**src/vic_pkg.sv**
```systemverilog
// constants, types and register map of the vectored interrupt controller
package vic_pkg;
    localparam int NLVL = 8;
    localparam int CLK_MHZ = 10;
    // narrowest request pulse that is taken as real, in ns
    localparam int FILT_NS = 300;
    localparam int FILT_CYC = (FILT_NS * CLK_MHZ + 999) / 1000;

    // register byte offsets
    localparam logic [7:0] OFS_MODE = 8'h00;
    localparam logic [7:0] OFS_MASK = 8'h04;
    localparam logic [7:0] OFS_MASK_SET = 8'h08;
    localparam logic [7:0] OFS_MASK_CLR = 8'h0c;
    localparam logic [7:0] OFS_STATUS = 8'h10;
    localparam logic [7:0] OFS_REQ = 8'h14;
    localparam logic [7:0] OFS_INSVC = 8'h18;
    localparam logic [7:0] OFS_AUTOCLR = 8'h1c;
    localparam logic [7:0] OFS_RESP = 8'h20;
    localparam logic [7:0] OFS_RESP_END = 8'h3c;

    // mode register fields
    localparam int MODE_ROT = 0;
    localparam int MODE_COMMON = 1;
    localparam int MODE_POLL = 2;
    localparam int MODE_ARM = 7;
    localparam int MODE_CPUM = 8;
    localparam int MODE_W = 10;
    localparam logic [9:0] MODE_RST = 10'h000;
    localparam logic [1:0] CPU_MODE2 = 2'h2;

    // status register fields
    localparam int ST_ARM = 3;
    localparam int ST_POLL = 4;
    localparam int ST_ROT = 5;
    localparam int ST_GROUP = 7;

    localparam logic [7:0] MASK_RST = 8'hff;
    localparam logic [7:0] AUTOCLR_RST = 8'h00;
    localparam logic [7:0] RESP_RST = 8'h00;

    typedef struct packed {
        logic oe;
        logic [7:0] data;
    } vic_vec_s;

    typedef enum logic [0:0] {
        ACK_IDLE = 1'b0,
        ACK_DRIVE = 1'b1
    } vic_ack_e;
endpackage

```
**src/vic_top.sv**
```systemverilog
// vectored interrupt controller: request latching, masking, priority, vectoring
// Operation
// - eight request inputs, each with its own vector
// - fixed or rotating priority chosen by software
// - polling can replace vectored acknowledge
// - one mask bit per input blocks it
// - mask loads whole byte or single bits
// - short one-shot and steady requests both caught
// - narrow noise glitches never set requests
// - filtered request latched until acknowledged or cleared
// - unmasked latched requests raise group interrupt
// - priority resolved when acknowledge arrives
// - winning level's response byte driven on acknowledge
// - mode 0 byte programmable to any restart
// - mode 0 should hold single-byte instructions only
// - mode 2 byte forms low pointer byte
// - mode 2 vector bit zero always zero
// - setup by command writes, state by status
// - fixed priority: level 7 highest, 0 lowest
// - rotating: last serviced lowest, no nesting
// - acknowledge clears request, sets in-service unless auto-clear
// - poll mode silences group output, rest continues; the code also ignores acknowledge and drops the in-service fence
//
// Design decisions made here: the address map and the APB slave port.
`timescale 1ns/10ps
module vic_top (
    // clock and reset
    input wire logic clk_in,
    input wire logic nrst_in,
    // apb slave
    input wire logic psel,
    input wire logic penable,
    input wire logic pwrite,
    input wire logic [7:0] paddr,
    input wire logic [31:0] pwdata,
    output logic [31:0] prdata,
    output logic pready,
    output logic pslverr,
    // backplane request lines, active low
    input wire logic [7:0] vi_n_in,
    // processor side
    input wire logic ack_in,
    output logic int_n_out,
    output vic_pkg::vic_vec_s vec_out
);
    localparam int N = vic_pkg::NLVL;

    // reset release
    logic [1:0] rst_sync_r;
    wire rst_n = rst_sync_r[1];

    always_ff @(posedge clk_in or negedge nrst_in) begin
        if (!nrst_in) begin
            rst_sync_r <= 2'b00;
        end else begin
            rst_sync_r <= {rst_sync_r[0], 1'b1};
        end
    end

    // registers
    logic [vic_pkg::MODE_W-1:0] mode_r;
    logic [7:0] mask_bits_r;
    logic [7:0] request_latch_bits_r;
    logic [7:0] in_service_bits_r;
    logic [7:0] auto_clear_bits_r;
    logic [7:0] resp_r [N];
    logic [2:0] last_r;
    logic [2:0] sel_r;
    vic_pkg::vic_ack_e ack_st_r;
    vic_pkg::vic_vec_s vec_r;

    // mode fields
    wire priority_order_select = mode_r[vic_pkg::MODE_ROT];
    wire common_vec = mode_r[vic_pkg::MODE_COMMON];
    wire poll_select_bit = mode_r[vic_pkg::MODE_POLL];
    wire armed = mode_r[vic_pkg::MODE_ARM];
    wire [1:0] cpu_mode = mode_r[vic_pkg::MODE_CPUM +: 2];

    // pin synchronisers and filters
    logic [7:0] vi_s1_r;
    logic [7:0] vi_s2_r;
    logic [7:0] hit;

    always_ff @(posedge clk_in or negedge rst_n) begin
        if (!rst_n) begin
            vi_s1_r <= 8'h00;
            vi_s2_r <= 8'h00;
        end else begin
            vi_s1_r <= ~vi_n_in;
            vi_s2_r <= vi_s1_r;
        end
    end

    genvar gi;
    generate
        for (gi = 0; gi < N; gi++) begin : g_filt
            vic_filter u_filt (
                .clk_in(clk_in),
                .rst_n_in(rst_n),
                .req_in(vi_s2_r[gi]),
                .hit_out(hit[gi])
            );
        end
    endgenerate

    // walk the circle downward from top, first set bit wins
    function automatic logic [3:0] pick(input logic [7:0] v, input logic [2:0] top);
        logic [3:0] r;
        logic [2:0] idx;
        r = 4'h0;
        for (int k = N - 1; k >= 0; k--) begin
            idx = top - 3'(k);
            if (v[idx]) begin
                r = {1'b1, idx};
            end
        end
        return r;
    endfunction

    // highest set bit; bit 3 of the result is clear when none is set
    function automatic logic [3:0] top_bit(input logic [7:0] v);
        return pick(v, 3'h7);
    endfunction

    // fence: fixed mode only passes levels above the highest in service
    logic [3:0] isr_top;
    logic [7:0] fence;
    assign isr_top = top_bit(in_service_bits_r);
    always_comb begin
        fence = 8'hff;
        for (int i = 0; i < N; i++) begin
            if (isr_top[3] && 3'(i) <= isr_top[2:0]) begin
                fence[i] = 1'b0;
            end
        end
        if (priority_order_select && isr_top[3]) begin
            fence = 8'h00;
        end
    end

    // poll mode bypasses fencing but keeps masking and priority
    wire [7:0] unmasked = request_latch_bits_r & ~mask_bits_r & {8{armed}};
    wire [7:0] pend = poll_select_bit ? unmasked : (unmasked & fence);
    // rotating start sits just below the last level serviced
    wire [2:0] top_lvl = priority_order_select ? last_r - 3'h1 : 3'h7;
    wire [3:0] best = pick(pend, top_lvl);
    wire group = best[3];

    assign int_n_out = !(group && !poll_select_bit);

    // acknowledge sequencing
    wire ack_take = (ack_st_r == vic_pkg::ACK_IDLE) && ack_in && !poll_select_bit;
    wire take_ok = ack_take && group;
    wire [2:0] take_lvl = best[2:0];
    wire [7:0] take_bit = 8'h01 << take_lvl;
    wire [7:0] raw_vec = resp_r[common_vec ? 3'h7 : take_lvl];
    wire [7:0] vec_byte = (cpu_mode == vic_pkg::CPU_MODE2) ? {raw_vec[7:1], 1'b0} : raw_vec;

    always_ff @(posedge clk_in or negedge rst_n) begin
        if (!rst_n) begin
            ack_st_r <= vic_pkg::ACK_IDLE;
            sel_r <= 3'h0;
            vec_r <= '0;
        end else begin
            unique case (ack_st_r)
                vic_pkg::ACK_IDLE: begin
                    if (ack_take) begin
                        ack_st_r <= vic_pkg::ACK_DRIVE;
                        sel_r <= take_lvl;
                        vec_r <= {1'b1, vec_byte};
                    end
                end
                vic_pkg::ACK_DRIVE: begin
                    if (!ack_in) begin
                        ack_st_r <= vic_pkg::ACK_IDLE;
                        vec_r <= '0;
                    end
                end
            endcase
        end
    end

    assign vec_out = vec_r;

    always_ff @(posedge clk_in or negedge rst_n) begin
        if (!rst_n) begin
            last_r <= 3'h0;
        end else if (take_ok) begin
            last_r <= take_lvl;
        end
    end

    // apb decode
    wire wr = psel && penable && pwrite;
    wire rd_ok = psel && !pwrite;
    wire a_mode = paddr == vic_pkg::OFS_MODE;
    wire a_mask = paddr == vic_pkg::OFS_MASK;
    wire a_mset = paddr == vic_pkg::OFS_MASK_SET;
    wire a_mclr = paddr == vic_pkg::OFS_MASK_CLR;
    wire a_stat = paddr == vic_pkg::OFS_STATUS;
    wire a_req = paddr == vic_pkg::OFS_REQ;
    wire a_isr = paddr == vic_pkg::OFS_INSVC;
    wire a_acr = paddr == vic_pkg::OFS_AUTOCLR;
    wire a_resp = paddr >= vic_pkg::OFS_RESP && paddr <= vic_pkg::OFS_RESP_END
        && paddr[1:0] == 2'b00;
    wire [2:0] resp_idx = paddr[4:2];
    wire a_any = a_mode || a_mask || a_mset || a_mclr || a_stat || a_req || a_isr
        || a_acr || a_resp;
    // write-only mask set and clear strobes read back as zero
    wire [7:0] status = {group, 1'b0, priority_order_select, poll_select_bit, armed,
        ~best[2:0]};

    assign pready = 1'b1;
    assign pslverr = psel && penable && !a_any;

    always_comb begin
        prdata = 32'h0000_0000;
        if (rd_ok) begin
            if (a_mode) prdata = {22'h0, mode_r};
            if (a_mask) prdata = {24'h0, mask_bits_r};
            if (a_stat) prdata = {24'h0, status};
            if (a_req) prdata = {24'h0, request_latch_bits_r};
            if (a_isr) prdata = {24'h0, in_service_bits_r};
            if (a_acr) prdata = {24'h0, auto_clear_bits_r};
            if (a_resp) prdata = {24'h0, resp_r[resp_idx]};
        end
    end

    // command registers
    always_ff @(posedge clk_in or negedge rst_n) begin
        if (!rst_n) begin
            mode_r <= vic_pkg::MODE_RST;
            mask_bits_r <= vic_pkg::MASK_RST;
            auto_clear_bits_r <= vic_pkg::AUTOCLR_RST;
        end else if (wr) begin
            if (a_mode) mode_r <= pwdata[vic_pkg::MODE_W-1:0];
            if (a_mask) mask_bits_r <= pwdata[7:0];
            if (a_mset) mask_bits_r <= mask_bits_r | pwdata[7:0];
            if (a_mclr) mask_bits_r <= mask_bits_r & ~pwdata[7:0];
            if (a_acr) auto_clear_bits_r <= pwdata[7:0];
        end
    end

    always_ff @(posedge clk_in or negedge rst_n) begin
        if (!rst_n) begin
            for (int i = 0; i < N; i++) begin
                resp_r[i] <= vic_pkg::RESP_RST;
            end
        end else if (wr && a_resp) begin
            resp_r[resp_idx] <= pwdata[7:0];
        end
    end

    // request and in-service latches; new events win over clears
    wire [7:0] req_clr = (wr && a_req ? pwdata[7:0] : 8'h00) | (take_ok ? take_bit : 8'h00);
    wire [7:0] isr_clr = wr && a_isr ? pwdata[7:0] : 8'h00;
    wire [7:0] isr_set = take_ok ? (take_bit & ~auto_clear_bits_r) : 8'h00;

    always_ff @(posedge clk_in or negedge rst_n) begin
        if (!rst_n) begin
            request_latch_bits_r <= 8'h00;
            in_service_bits_r <= 8'h00;
        end else begin
            request_latch_bits_r <= (request_latch_bits_r & ~req_clr) | hit;
            in_service_bits_r <= (in_service_bits_r & ~isr_clr) | isr_set;
        end
    end
endmodule

```
**src/vic_filter.sv**
```systemverilog
// noise filter and pulse catcher for one synchronised request line
`timescale 1ns/10ps
module vic_filter (
    // clock and reset
    input wire logic clk_in,
    input wire logic rst_n_in,
    // request level, already synchronised, active high
    input wire logic req_in,
    // one-cycle pulse once the request has been stable long enough
    output logic hit_out
);
    logic [3:0] cnt_r;
    logic [3:0] cnt_nxt;
    logic done_r;
    wire full = (cnt_r == 4'(vic_pkg::FILT_CYC - 1));

    // shorter spikes reset the count and never fire
    assign cnt_nxt = !req_in ? 4'h0 : (full ? cnt_r : cnt_r + 4'h1);
    assign hit_out = req_in && full && !done_r;

    always_ff @(posedge clk_in or negedge rst_n_in) begin
        if (!rst_n_in) begin
            cnt_r <= 4'h0;
            done_r <= 1'b0;
        end else begin
            cnt_r <= cnt_nxt;
            done_r <= req_in && (done_r || full);
        end
    end
endmodule

```
**config.mk**
```make
export PLATFORM = sky130hd
export DESIGN_NAME = vic_top
export DESIGN_NICKNAME = d
export VERILOG_FILES = /design/src/vic_pkg.sv /design/src/vic_top.sv /design/src/vic_filter.sv
export SDC_FILE = /design/constraint.sdc
export NUM_CORES = 1
export LEC_CHECK = 0
export ABC_AREA = 1
export BUFFER_PORTS_ARGS = -buffer_cell sky130_fd_sc_hd__buf_2
export CORE_MARGIN = 2
export CORE_UTILIZATION = 28
export CTS_BUF_LIST = sky130_fd_sc_hd__clkbuf_2
export CTS_CLUSTER_DIAMETER = 80
export DETAILED_ROUTE_END_ITERATION = 7
export SYNTH_ARGS = -nofsm -noshare
export SYNTH_HDL_FRONTEND = slang
export SYNTH_SLANG_ARGS = --single-unit
```
**constraint.sdc**
```tcl
create_clock -name clk_in -period 5.6 [get_ports clk_in]
set_input_delay 0.56 -clock clk_in [delete_from_list [all_inputs] [get_ports clk_in]]
set_output_delay 0.56 -clock clk_in [all_outputs]
set_load 0.01 [all_outputs]
```
Word level (Yosys, flattened, before mapping)
Cells that the tools add are included.
Widths: inputs -> output; s select.
- flip-flop bits (word level): 177
- bits of input ports: 54
- output and inout port bits: 44
- word-level logic and storage cells: 294
- add/sub/neg operators: 16
- order comparisons: 21
- eq/ne operators: 26
- shifts and indexed selects: 1
- muxes and demuxes: 91
- bitwise logic cells: 21
- reductions and logical operators: 82
- operator list (kind ; count):
    $mux 32 ; 7
    $mux 4 ; 32
    $mux 8 ; 14
    $bwmux 64 ; 1
    $and 8x8->8 ; 7
    $bmux 8 s3 ; 2
    $not 8->8 ; 6
    $logic_and 1x1->1 ; 47
    $add 4x1->4 const B ; 8
    $eq 4x2->1 const B ; 8
    $eq 8x5->1 const B ; 4
    $lt 3x4->1 const B ; 8
    $or 8x8->8 ; 4
    $bmux 1 s3 ; 8
    $demux 8 s3 ; 1
    $ne 2x2->1 const B ; 10
    $mux 1 ; 19
    $mux 9 ; 2
    $pmux 9 s2 ; 1
    $eq 8x4->1 const B ; 2
    $logic_or 1x1->1 ; 16
    $le 3x3->1 const A ; 4
    $logic_not 1->1 ; 12
    $sub 3x3->3 const B ; 4
    other kinds (21) ; 31

Longest topological paths before layout
Gate-level depths: netlist of run 1.
- depth in word-level cells: 32
- depth in mapped cells: 28
- gate-level depth less buffers: 27

Modules after synthesis
Synthesis of run 1 repeated with hierarchy kept, for this count alone.
- cell total of the unflattened synthesis: 1301
- area total of the unflattened synthesis: 9974.6 µm²
- by module, submodules not included (module ; instances ; cells each ; area an instance (µm²) ; sequential area each (µm²)):
    vic_top ; 1 ; 1029 ; 7822.5 ; 3438.3
    vic_filter ; 8 ; 34 ; 269.0 ; 125.1

Least setup slack after synthesis of run 1
OpenSTA, ideal clock, no wires.
- path type: register -> output
- from: reg last_r[0]
- to: out prdata[0]
- data arrival time: 2706 ps
- required time: 5040 ps
- setup slack: 2334 ps
- cell stages (with the launch flop): 23
- buffers on the path: 1
- path through: dfrtp_1 inv_1 ha_1 nand2_4 inv_2 ha_1 or2_2 nand2_1 inv_1 nand3_1 nand2_2 inv_2 nand2_1 nand2_1 nand2_1 nand2_1 nand2_2 nand2_4 nand2_4 buf_6 o211ai_1 o21ai_1 a21oi_1
- word-level cells in the longest chain between the ends: 20
- elaborated cells between the ends (all ways): 40
- ends and longest elaborated chain (item ; line ; RTL):
    start: declaration ; vic_top.sv:67 ; logic [2:0] last_r;
    start signal: assignment ; vic_top.sv:189 ; last_r <= take_lvl;
    $sub 3x1->3 (*) ; vic_top.sv:145 ; wire [2:0] top_lvl = priority_order_select ? last_r - 3'h1 : 3'h7;
    $mux 3 (*) ; vic_top.sv:145 ;
    $sub 3x3->3 ; vic_top.sv:112 ; idx = top - 3'(k);
    $bmux 1 s3 ; vic_top.sv:113 ; if (v[idx]) begin
    $mux 1 (not written as such) ; vic_top.sv:113 ;
    $mux 4 (7 in a row) ; vic_top.sv:113 ;
    $mux 4 (*) ; vic_top.sv:113 ;
    $not 3->3 (*) ; vic_top.sv:211 ; ~best[2:0]};
    $mux 32 (*) ; vic_top.sv:221 ; if (a_stat) prdata = {24'h0, status};
    $mux 32 (*) ; vic_top.sv:222 ; if (a_req) prdata = {24'h0, request_latch_bits_r};
    $mux 32 (*) ; vic_top.sv:223 ; if (a_isr) prdata = {24'h0, in_service_bits_r};
    $mux 32 (*) ; vic_top.sv:224 ; if (a_acr) prdata = {24'h0, auto_clear_bits_r};
    $mux 32 (*) ; vic_top.sv:225 ; if (a_resp) prdata = {24'h0, resp_r[resp_idx]};
    $mux 32 (*) ; vic_top.sv:218 ; if (rd_ok) begin
    end: declaration ; vic_top.sv:36 ; output logic [31:0] prdata,
Mark *: on every way between the ends. The rest lies on a longest branch, timed or not. The select of a mux whose other input is x is not followed.

Final worst setup path of run 1
- from: reg mode_r[0] (netlist bit)
- to: out prdata[0]
- word-level cells in the longest chain between the ends: 21
- elaborated cells between the ends (all ways): 45
- ends and longest elaborated chain (item ; line ; RTL):
    start: declaration ; vic_top.sv:61 ; logic [vic_pkg::MODE_W-1:0] mode_r;
    start signal: assignment ; vic_top.sv:232 ; mode_r <= vic_pkg::MODE_RST;
    start signal: assignment ; vic_top.sv:236 ; if (a_mode) mode_r <= pwdata[vic_pkg::MODE_W-1:0];
    branches (longest 15 deep; another with $sub 3x3->3) ; - ;
    $mux 32 (*) ; vic_top.sv:221 ;
    $mux 32 (*) ; vic_top.sv:222 ;
    $mux 32 (*) ; vic_top.sv:223 ;
    $mux 32 (*) ; vic_top.sv:224 ;
    $mux 32 (*) ; vic_top.sv:225 ;
    $mux 32 (*) ; vic_top.sv:218 ;
Mark *: on every way between the ends. The select of a mux whose other input is x is not followed.

==> results.cfg, run 1 <==
[status]
status = complete, no violations

[grt]
grt_max_degree = 65
grt_pass1_vias = 8093
grt_use_total = 0.1615
antenna_found_initial = 1
grt_overflow = 0
grt_first_pass_wirelength_um = 45480

[clocking]
ctsLongestPathBuffers = 2
htreeDepth = 4
numCtsBuffers = 17
cts-root-buf = clkbuf_2
clk_pin_slew_ps = 280
cts_setup_buffers = 0
clk_latency_ps = 800
cts.sinks = 177
cts_tree = built

[sta]
fin_crit_ps = 5075
maxSlewViolCount = 0
setup_violations = 0
fin_tns_setup_ps = 0
setup_slack_ps = 524.7
rsz0062_at_grt = no
tightest_slew_ps = 844.1
clock_skew_ps = 42.03
hold_viol_final = 0
fin_crit_sh = 0.9063
slew_headroom = 0.4372
fmax_mhz = 197.0
fin_hold_ws_ps = 330.8

[detailed_routing]
drc_errors = 0
first_pass_iters = 5
vias_per_cell = 4.859
vias = 8629
wl_per_cell_um = 15.99
drt-total-wl_um = 28390
ant_nets = 0
drt_first_iter_violations = 718

[placement]
dpl.hpwl_um = 19850
pre_cts_slack_ps = 1298
dpl_cell_area_um2 = 10420
gp_congestion = 0.9265
dp.cells = 1730
io_buffers = 52

[floorplanning]
die_x_um = 191.5
io_pins = 98
fp.dieH_um = 191.5
rows = 68
start_util = 0.2844
core_area_um2 = 34630
dieArea_um2 = 36680

[power_and_ir_drop]
p_seq_frac = 0.535
intPower_mw = 1.895
switchingPower_uw = 949.2
clockPowerShare = 0.277
p_leak_nw = 5.237
p_total_mw = 2.845
pwr-share-comb = 0.188
ir_drop_mv = 0.1478
pwr_density_cell_nw_per_um2 = 262.3
netSwitchingFraction = 0.3337

[synth]
yosysSeqAreaShare = 0.4508
synth-seq-cells = 177
synth_edf_count = 0
async_flop_share = 1.000
ys_types = 46
syn-instance-count = 1259
yosysWarnings = 0
syn_avg_cell_area_um2 = 7.821
synth_ff_type = dfrtp_1
syn_area_um2 = 9847

[final_layout]
num-fill-cells = 3744
final_cell_mix = nand2_1 (274), inv_1 (175), dfrtp_1 (168)
layout_commonest_cell = nand2_1
nets = 1381
syn_to_final_growth_pct = 10.15
fin_cells = 1776
finish.utilization = 0.3132
multi_input_area_um2 = 4404
fin_area_um2 = 10850
layout-drive-gt1-share = 0.1114
register_area_um2 = 4443

[critical_path]
cp.required_ps = 5040
r2r_slack_ps = 1660
reg2reg_to = request_latch_bits_r[2]
r2r_cells = 20
crit_chain = nand2_2 > inv_2 > ha_1 > or2_2 > nand2_1 > inv_1 > nand3_1 > nand2_2 > inv_2 > nand2_1 > nand2_1 > nand2_1 > nand2_1 > nand2_2 > nand2_4 > nand2_4 > o211ai_1 > o21ai_1 > a21oi_1 > buf_2
cp_top_family = simple AND/OR/NAND/NOR gates
critPathCaptureType = primary output
crit_type = reg2out
crit_path_top_delay_cell = dfrtp_1
crit_fanout = 26
cp.arrival_ps = 4520
critPathLaunchType = register
critPathBufInv = 4
slowest_delay_ps = 610
r2r-start = mode_r[0]
path_common_cell = nand2_1

[hold_path]
min_path_type = in2reg
hold_depth = 3
whs_endpoint = mask_bits_r[2]
worstHoldStart = pwdata[2]

[flow_run]
cap_violations = 0
layout make-up:
class                      instances  area share
timing repair buffer              70     0.03945
sequential                       177      0.4096
tap                              455     0.05249
inverter                         188     0.06552
antenna                            1   0.0002307
multi-input combinational        853      0.4060
clock buffer                      18    0.008305
clock inverter                    14     0.01834
synth_stat cells, drive strengths merged, types with 8 or more instances:
| cell | n | area, um2 |
|---|---|---|
| nor3 | 12 | 75.07 |
| o21ai | 131 | 663.1 |
| a21oi | 34 | 170.2 |
| inv | 186 | 703.2 |
| clkbuf | 25 | 93.84 |
| buf | 38 | 284.0 |
| nand2 | 289 | 1164 |
| dfstp | 8 | 210.2 |
| nand3 | 140 | 765.7 |
| dfrtp | 169 | 4229 |
| xnor2 | 9 | 78.83 |
| o22ai | 34 | 212.7 |
| nand4 | 35 | 219.0 |
| xor2 | 9 | 78.83 |
| ha | 20 | 250.2 |
| nor2 | 76 | 312.8 |
| o211ai | 15 | 112.6 |
sequential cells by signal, indices dropped and copies added (netlist names):
signal	cells
last_r	3
ack_st_r	1
in_service_bits_r	8
request_latch_bits_r	8
g_filt.u_filt.cnt_r	32
resp_r	64
rst_sync_r	2
g_filt.u_filt.done_r	8
vec_out	9
auto_clear_bits_r	8
vi_s1_r	8
vi_s2_r	8
mode_r	10
mask_bits_r	8
worst max path at each step:
stage,from,end,slack [ps],depth (start not counted)
finish,mode_r[0],prdata[0],520,20
global route,mode_r[0],prdata[0],190,20
CTS,mode_r[0],prdata[0],320,20
detailed placement,mode_r[0],prdata[0],1300,20
global placement,mode_r[0],prdata[0],1350,20
floorplan,rst_sync_r[1],ack_st_r,320,0
tightest hold or removal path, cell delays in order:
cell and delay [ps]:
buf_2 70, inv_1 260, o22ai_1 210
kinds of logic after synthesis:
| group | share of synthesized area |
|---|---|
| adders and majority gates | 0.02541 |
| and+or+nand+nor | 0.2602 |
| muxes | 0.001144 |
| buffers and inverters | 0.1105 |
| AOI/OAI and AO/OA | 0.1351 |
| DFF | 0.4508 |
| xor gates and xnor gates | 0.01601 |
| other | 0.0007627 |
repair_timing:
item                       CTS  global route
hold endpoints to repair    13             0
setup endpoints to repair    0             1
resized for setup            0             1
hold buffers                13             0
per-layer routing:
| layer | wire length [um] | GRT usage | part of all wire |
|---|---|---|---|
| met5 | 0 | 0 | 0 |
| met4 | 728 | 0.06006 | 0.026 |
| met3 | 1993 | 0.03066 | 0.070 |
| met2 | 12200 | 0.2366 | 0.43 |
| met1 | 13470 | 0.2343 | 0.47 |
power by group through the flow:
stage	clock network (mW)	logic, mW	registers [mW]
floorplan	0	0.387	1.53
global placement	0	0.508	1.54
detailed placement	0	0.525	1.54
CTS	0.814	0.535	1.52
global route	0.869	0.615	1.55
finish	0.788	0.534	1.52
Power figures use the tool's default switching activity.
==> run 2, diff against run 1 <==
--- a/config.mk
+++ b/config.mk
@@ -5,13 +5,13 @@
 export SDC_FILE = /design/constraint.sdc
 export NUM_CORES = 1
 export LEC_CHECK = 0
-export ABC_AREA = 1
 export BUFFER_PORTS_ARGS = -buffer_cell sky130_fd_sc_hd__buf_2
 export CORE_MARGIN = 2
-export CORE_UTILIZATION = 28
+export CORE_UTILIZATION = 45
 export CTS_BUF_LIST = sky130_fd_sc_hd__clkbuf_2
 export CTS_CLUSTER_DIAMETER = 80
 export DETAILED_ROUTE_END_ITERATION = 7
+export PLACE_DENSITY = 0.64
 export SYNTH_ARGS = -nofsm -noshare
 export SYNTH_HDL_FRONTEND = slang
 export SYNTH_SLANG_ARGS = --single-unit
==> run 2 against run 1 <==
Compared with the run above:
- setup slack worse by 38 ps
- global-route usage is 6.0 points higher
- critical path depth is 5 lower
- final area is 2.1% higher
- first-iteration DRC count is 34% lower
- register-to-register slack worse by 520 ps
- sequential share of layout area is 0.84 points lower
- synthesized cell count is 24% lower
- clock-buffer cell count is 1 higher
- largest cell class is now multi-input combinational cells
- highest routed layer is now met5
==> results.cfg, run 2 <==
[sta]
fin_hold_ws_ps = 147.8
fmax_mhz = 195.6
maxSlewViolCount = 0
setup_slack_ps = 487.2
slew_headroom = 0.2462
rsz0062_at_grt = no
clock_skew_ps = 45.39
setup_violations = 0
fin_crit_sh = 0.9130
tightest_slew_ps = 1122
hold_viol_final = 0
fin_crit_ps = 5113
fin_tns_setup_ps = 0

[power_and_ir_drop]
p_total_mw = 2.874
p_seq_frac = 0.544
intPower_mw = 1.926
pwr_density_cell_nw_per_um2 = 259.4
switchingPower_uw = 948.0
clockPowerShare = 0.230
netSwitchingFraction = 0.3299
pwr-share-comb = 0.227
p_leak_nw = 5.103
ir_drop_mv = 0.1826

[synth]
async_flop_share = 1.000
synth.most_common_cell = dfrtp_1
yosys.area.top_type = dfrtp_1
syn_area_um2 = 10240
yosysWarnings = 0
synth_top_area_share = 0.4128
yosysSeqAreaShare = 0.4334
synth_edf_count = 0
synth-seq-cells = 177
syn-instance-count = 962
synth_area_leaders = dfrtp_1 (41%), mux2_2 (9.7%), mux2i_1 (6.3%)
ys_types = 84
syn_avg_cell_area_um2 = 10.65
synth_ff_type = dfrtp_1
synthTopCellsByCount = dfrtp_1 (169), mux2_2 (88), nand2_1 (79)

[final_layout]
biggestRegsByFlops = resp_r: 64 flops, g_filt.u_filt.cnt_r: 32 flops, mode_r: 10 flops
num-fill-cells = 2092
nets = 1093
register_area_um2 = 4444
layout-drive-gt1-share = 0.2316
finish.utilization = 0.4923
multi_input_area_um2 = 5424
syn_to_final_growth_pct = 8.147
final_cell_mix = dfrtp_1 (167), mux2_2 (88), nand2_1 (79)
layout_commonest_cell = dfrtp_1
fin_area_um2 = 11080
largest_reg_flops = 64
regMostFlops = resp_r
fin_cells = 1318

[critical_path]
crit_fanout = 10
crit_type = reg2out
cp.arrival_ps = 4550
critPathLaunchType = register
cp.required_ps = 5040
critPathCaptureType = primary output

[placement]
dp.cells = 1272
io_buffers = 52
pre_cts_slack_ps = 1138
dpl.hpwl_um = 17990
gp_congestion = 0.9152
dpl_cell_area_um2 = 10710

[clocking]
cts-root-buf = clkbuf_2
clk_latency_ps = 770
clk_pin_slew_ps = 250
cts_tree = built
numCtsBuffers = 17
htreeDepth = 4
ctsLongestPathBuffers = 2
cts.sinks = 177

[detailed_routing]
drt-total-wl_um = 25560
wl_per_cell_um = 19.39
ant_nets = 0
first_pass_iters = 5
drc_errors = 0
vias = 7575
vias_per_cell = 5.747
drt_first_iter_violations = 475

[floorplanning]
io_pins = 98
fp.dieH_um = 154.9
core_area_um2 = 22500
die_x_um = 154.9
start_util = 0.4552
rows = 55
dieArea_um2 = 23990

[grt]
grt_first_pass_wirelength_um = 41140
antenna_found_initial = 3
grt_overflow = 0
grt_use_total = 0.2219
grt_pass1_vias = 7426
grt_max_degree = 71

[status]
status = complete, no violations

[flow_run]
cap_violations = 0

[hold_path]
min_path_type = in2reg
==> run 2: changes by cell type in the layout (fill, tap and decap cells not counted), sizes merged, moves of 64 or more <==
cell,previous run,this run
mux2i,0,64
inv,193,40
nand3,140,18
mux2,1,88
o21ai,131,43
nand2,289,81
==> run 2: final cells by class <==
class                           instances  share of cell area
Clock buffer                           19            0.008584
Sequential cell                       177              0.4012
Clock inverter                         13             0.01231
Timing Repair Buffer                   76             0.04269
Multi-Input combinational cell        708              0.4896
Tap cell                              285             0.03219
Inverter                               39             0.01321
Antenna cell                            1           0.0002259
==> run 2: kinds of logic (layout without fill, tap and decap cells) <==
family                   Yosys count  count (layout)  synth area share
AND/OR/NAND/NOR                  284             284            0.1436
AO/OA/AOI/OAI                    189             189            0.1333
flip-flops                       177             177            0.4334
multiplexers                     171             171            0.2010
buffers and inverters             99             147           0.04641
adder cells (fa/ha/maj)           20              20           0.02443
XOR/XNOR                          20              20           0.01710
other                              2              25         0.0007331
==> run 2: metal layers <==
layer / track usage / vias up / routed length (um)
li1: - / 3539 / -
met1: 0.3198 / 3767 / 11990
met2: 0.3454 / 236 / 11670
met3: 0.04875 / 29 / 1558
met4: 0.04938 / 4 / 313
met5: 0 / - / 23
==> run 2: timing repair <==
item / CTS / global route
hold buffers: 13 / 0
hold endpoints to repair: 13 / 0
endpoints found under the setup margin: 0 / 3
setup buffers: 0 / 0
gates resized for setup: 0 / 2
==> run 2: worst paths after layout <==
| path | start | end | slack, ps | cells past startpoint |
|---|---|---|---|---|
| setup / recovery | last_r[0] | prdata[2] | 490 | 15 |
| min in group asynchronous | rst_sync_r[1] | resp_r[36] | 330 | 0 |
| max in group asynchronous | rst_sync_r[1] | auto_clear_bits_r[1] | 3950 | 1 |
| hold / removal | pwdata[3] | mask_bits_r[3] | 150 | 2 |
| hold reg to reg | rst_sync_r[1] | resp_r[36] | 330 | 0 |
| setup reg to reg | last_r[0] | vec_out[3] | 1140 | 14 |
==> run 2: power by group through the flow <==
stage	Clock (mW)	Combinational, mW	Sequential, mW
2_1_floorplan	0	0.515	1.56
3_3_place_gp	0	0.631	1.58
3_5_place_dp	0	0.645	1.59
4_1_cts	0.681	0.657	1.56
5_1_grt	0.733	0.743	1.59
6_report	0.660	0.651	1.56
==> run 2: critical path, stage by stage (launching register included) <==
cell	delay (ps)
dfrtp_1	460
inv_1	100
ha_1	320
nand2_1	260
ha_1	310
inv_1	110
nand3_1	200
and2_1	280
o41ai_1	570
o31ai_1	160
a21oi_1	300
nor2_1	150
a21oi_1	150
o221a_2	190
nor2_1	60
buf_2	170
==> run 3, diff against run 2 <==
--- a/config.mk
+++ b/config.mk
@@ -12,6 +12,7 @@
 export CTS_CLUSTER_DIAMETER = 80
 export DETAILED_ROUTE_END_ITERATION = 7
 export PLACE_DENSITY = 0.64
+export RECOVER_POWER = 25
 export SYNTH_ARGS = -nofsm -noshare
 export SYNTH_HDL_FRONTEND = slang
 export SYNTH_SLANG_ARGS = --single-unit
==> run 3 against run 2 <==
Compared with the run above:
- the run now ends with capacitance limit, slew limit left
- hold slack got worse by 7.6 ps
- utilization about the same
- sequential cell count unchanged
- largest power group unchanged
- sequential power is essentially flat
- highest routed layer unchanged
- setup slack got worse by 16 ps
==> results.cfg, run 3 (synthesis results as in run 2) <==
[sta]
maxSlewViolCount = 180
fin_crit_ps = 5129
setup_violations = 0
tightest_slew_ps = 1722
fin_tns_setup_ps = 0
fin_crit_sh = 0.9159
rsz0062_at_grt = no
clock_skew_ps = 43.81
slew_headroom = -0.1477
hold_viol_final = 0
fmax_mhz = 195.0

[power_and_ir_drop]
clockPowerShare = 0.230
intPower_mw = 1.923
p_leak_nw = 5.089
switchingPower_uw = 950.2
pwr-share-comb = 0.226
pwr_density_cell_nw_per_um2 = 259.6
netSwitchingFraction = 0.3307
ir_drop_mv = 0.1825
p_seq_frac = 0.544

[placement]
gp_congestion = 0.9152
io_buffers = 52
dp.cells = 1272
dpl.hpwl_um = 17990

[grt]
grt_use_total = 0.2219
grt_first_pass_wirelength_um = 41140
grt_max_degree = 71
antenna_found_initial = 3
grt_pass1_vias = 7426
grt_overflow = 0

[detailed_routing]
drc_errors = 0
ant_nets = 0
vias_per_cell = 5.732
wl_per_cell_um = 19.46
drt_first_iter_violations = 482
drt-total-wl_um = 25650
vias = 7555
first_pass_iters = 5

[floorplanning]
start_util = 0.4552
io_pins = 98
die_x_um = 154.9
dieArea_um2 = 23990
rows = 55
fp.dieH_um = 154.9
core_area_um2 = 22500

[flow_run]
cap_violations = 3

[critical_path]
critPathLaunchType = register
crit_fanout = 10
r2r_cells = 14
critPathBufInv = 3
crit_chain = inv_1 > ha_1 > nand2_1 > ha_1 > inv_1 > nand3_1 > and2_1 > o41ai_1 > o31ai_1 > a21oi_1 > nor2_1 > a21oi_1 > o221a_2 > nor2_1 > buf_2
reg2reg_to = vec_out[3]
critPathCaptureType = primary output
crit_path_top_delay_cell = o41ai_1
r2r_slack_ps = 1120
cp_top_family = compound AO/OA/AOI/OAI gates
r2r-start = last_r[0]
cp.required_ps = 5040
slowest_delay_ps = 570
crit_type = reg2out
cp.arrival_ps = 4570

[final_layout]
multi_input_area_um2 = 5424
final_cell_mix = dfrtp_1 (168), mux2_2 (88), nand2_1 (79)
fin_cells = 1318
register_area_um2 = 4441
nets = 1093
regMostFlops = resp_r
layout_commonest_cell = dfrtp_1
num-fill-cells = 2095
largest_reg_flops = 64
layout-drive-gt1-share = 0.2306
biggestRegsByFlops = resp_r: 64 flops, g_filt.u_filt.cnt_r: 32 flops, mode_r: 10 flops
syn_to_final_growth_pct = 8.062

[hold_path]
min_path_type = in2reg
worstHoldStart = pwdata[3]
hold_depth = 2
whs_endpoint = mask_bits_r[3]

[clocking]
htreeDepth = 4
numCtsBuffers = 17
cts.sinks = 177
cts-root-buf = clkbuf_2
ctsLongestPathBuffers = 2
clk_latency_ps = 770
clk_pin_slew_ps = 250
cts_tree = built

[status]
status = finished, violations left
violations = capacitance limit, slew limit
## run 3: cell types whose count changed in the layout (fill, tap and decap cells not counted), sizes merged
cell,previous run,this run
buf,63,61
clkbuf,19,21
## run 3: timing repair
| item | CTS | global route |
|---|---|---|
| gates resized for setup | 0 | 2 |
| endpoints found under the setup margin | 0 | 3 |
| buffers inserted | 0 | 0 |
| hold endpoints to repair | 13 | 0 |
| hold buffers | 13 | 0 |
## run 3: cell type report
| class | count | share of cell area |
|---|---|---|
| well taps | 285 | 0.03221 |
| inverters | 39 | 0.01322 |
| flip-flops and latches | 177 | 0.4012 |
| diodes | 1 | 0.0002261 |
| repair buffers | 76 | 0.04227 |
| multi-input cells | 708 | 0.4900 |
| clock inverters | 13 | 0.01232 |
| clock buffers | 19 | 0.008590 |
## run 3: per-stage QoR
| step | utilization | hold slack (ps) | power (mW) | area (um2) | worst slack (ps) |
|---|---|---|---|---|---|
| 2_1_floorplan | - | 264.4 | 2.072 | 10330 | 316.7 |
| 5_1_grt | 0.4919 | 67.54 | 3.061 | 11070 | 52.10 |
| 4_1_cts | 0.4918 | 98.43 | 2.901 | 11070 | 341.6 |
| 3_3_place_gp | 0.4757 | 327.9 | 2.209 | 10710 | 1210 |
| 3_5_place_dp | 0.4757 | 331.3 | 2.232 | 10710 | 1138 |
| 6_report | 0.4919 | 140.2 | 2.873 | 11070 | 471.0 |
## run 3: worst max path at each step
stage          cells past startpoint          start          to
2_1_floorplan                      0  rst_sync_r[1]    ack_st_r
3_3_place_gp                      14      last_r[0]  vec_out[5]
3_5_place_dp                      12      mode_r[0]  vec_out[7]
4_1_cts                           12      mode_r[0]   prdata[1]
5_1_grt                           15      last_r[0]   prdata[0]
6_report                          15      last_r[0]   prdata[2]
## run 3: power groups by stage
stage	clock network, mW	registers (mW)	logic (mW)
3_3_place_gp	0	1.58	0.631
2_1_floorplan	0	1.56	0.515
3_5_place_dp	0	1.59	0.645
6_report	0.661	1.56	0.649
5_1_grt	0.733	1.59	0.741
4_1_cts	0.681	1.56	0.657
## run 3: layer usage
layer | track usage | vias to the layer above | wire length [um]
li1 | - | 3540 | -
met1 | 0.3198 | 3766 | 12110
met5 | 0 | - | 23
met4 | 0.04938 | 4 | 328
met3 | 0.04875 | 34 | 1461
met2 | 0.3454 | 211 | 11730
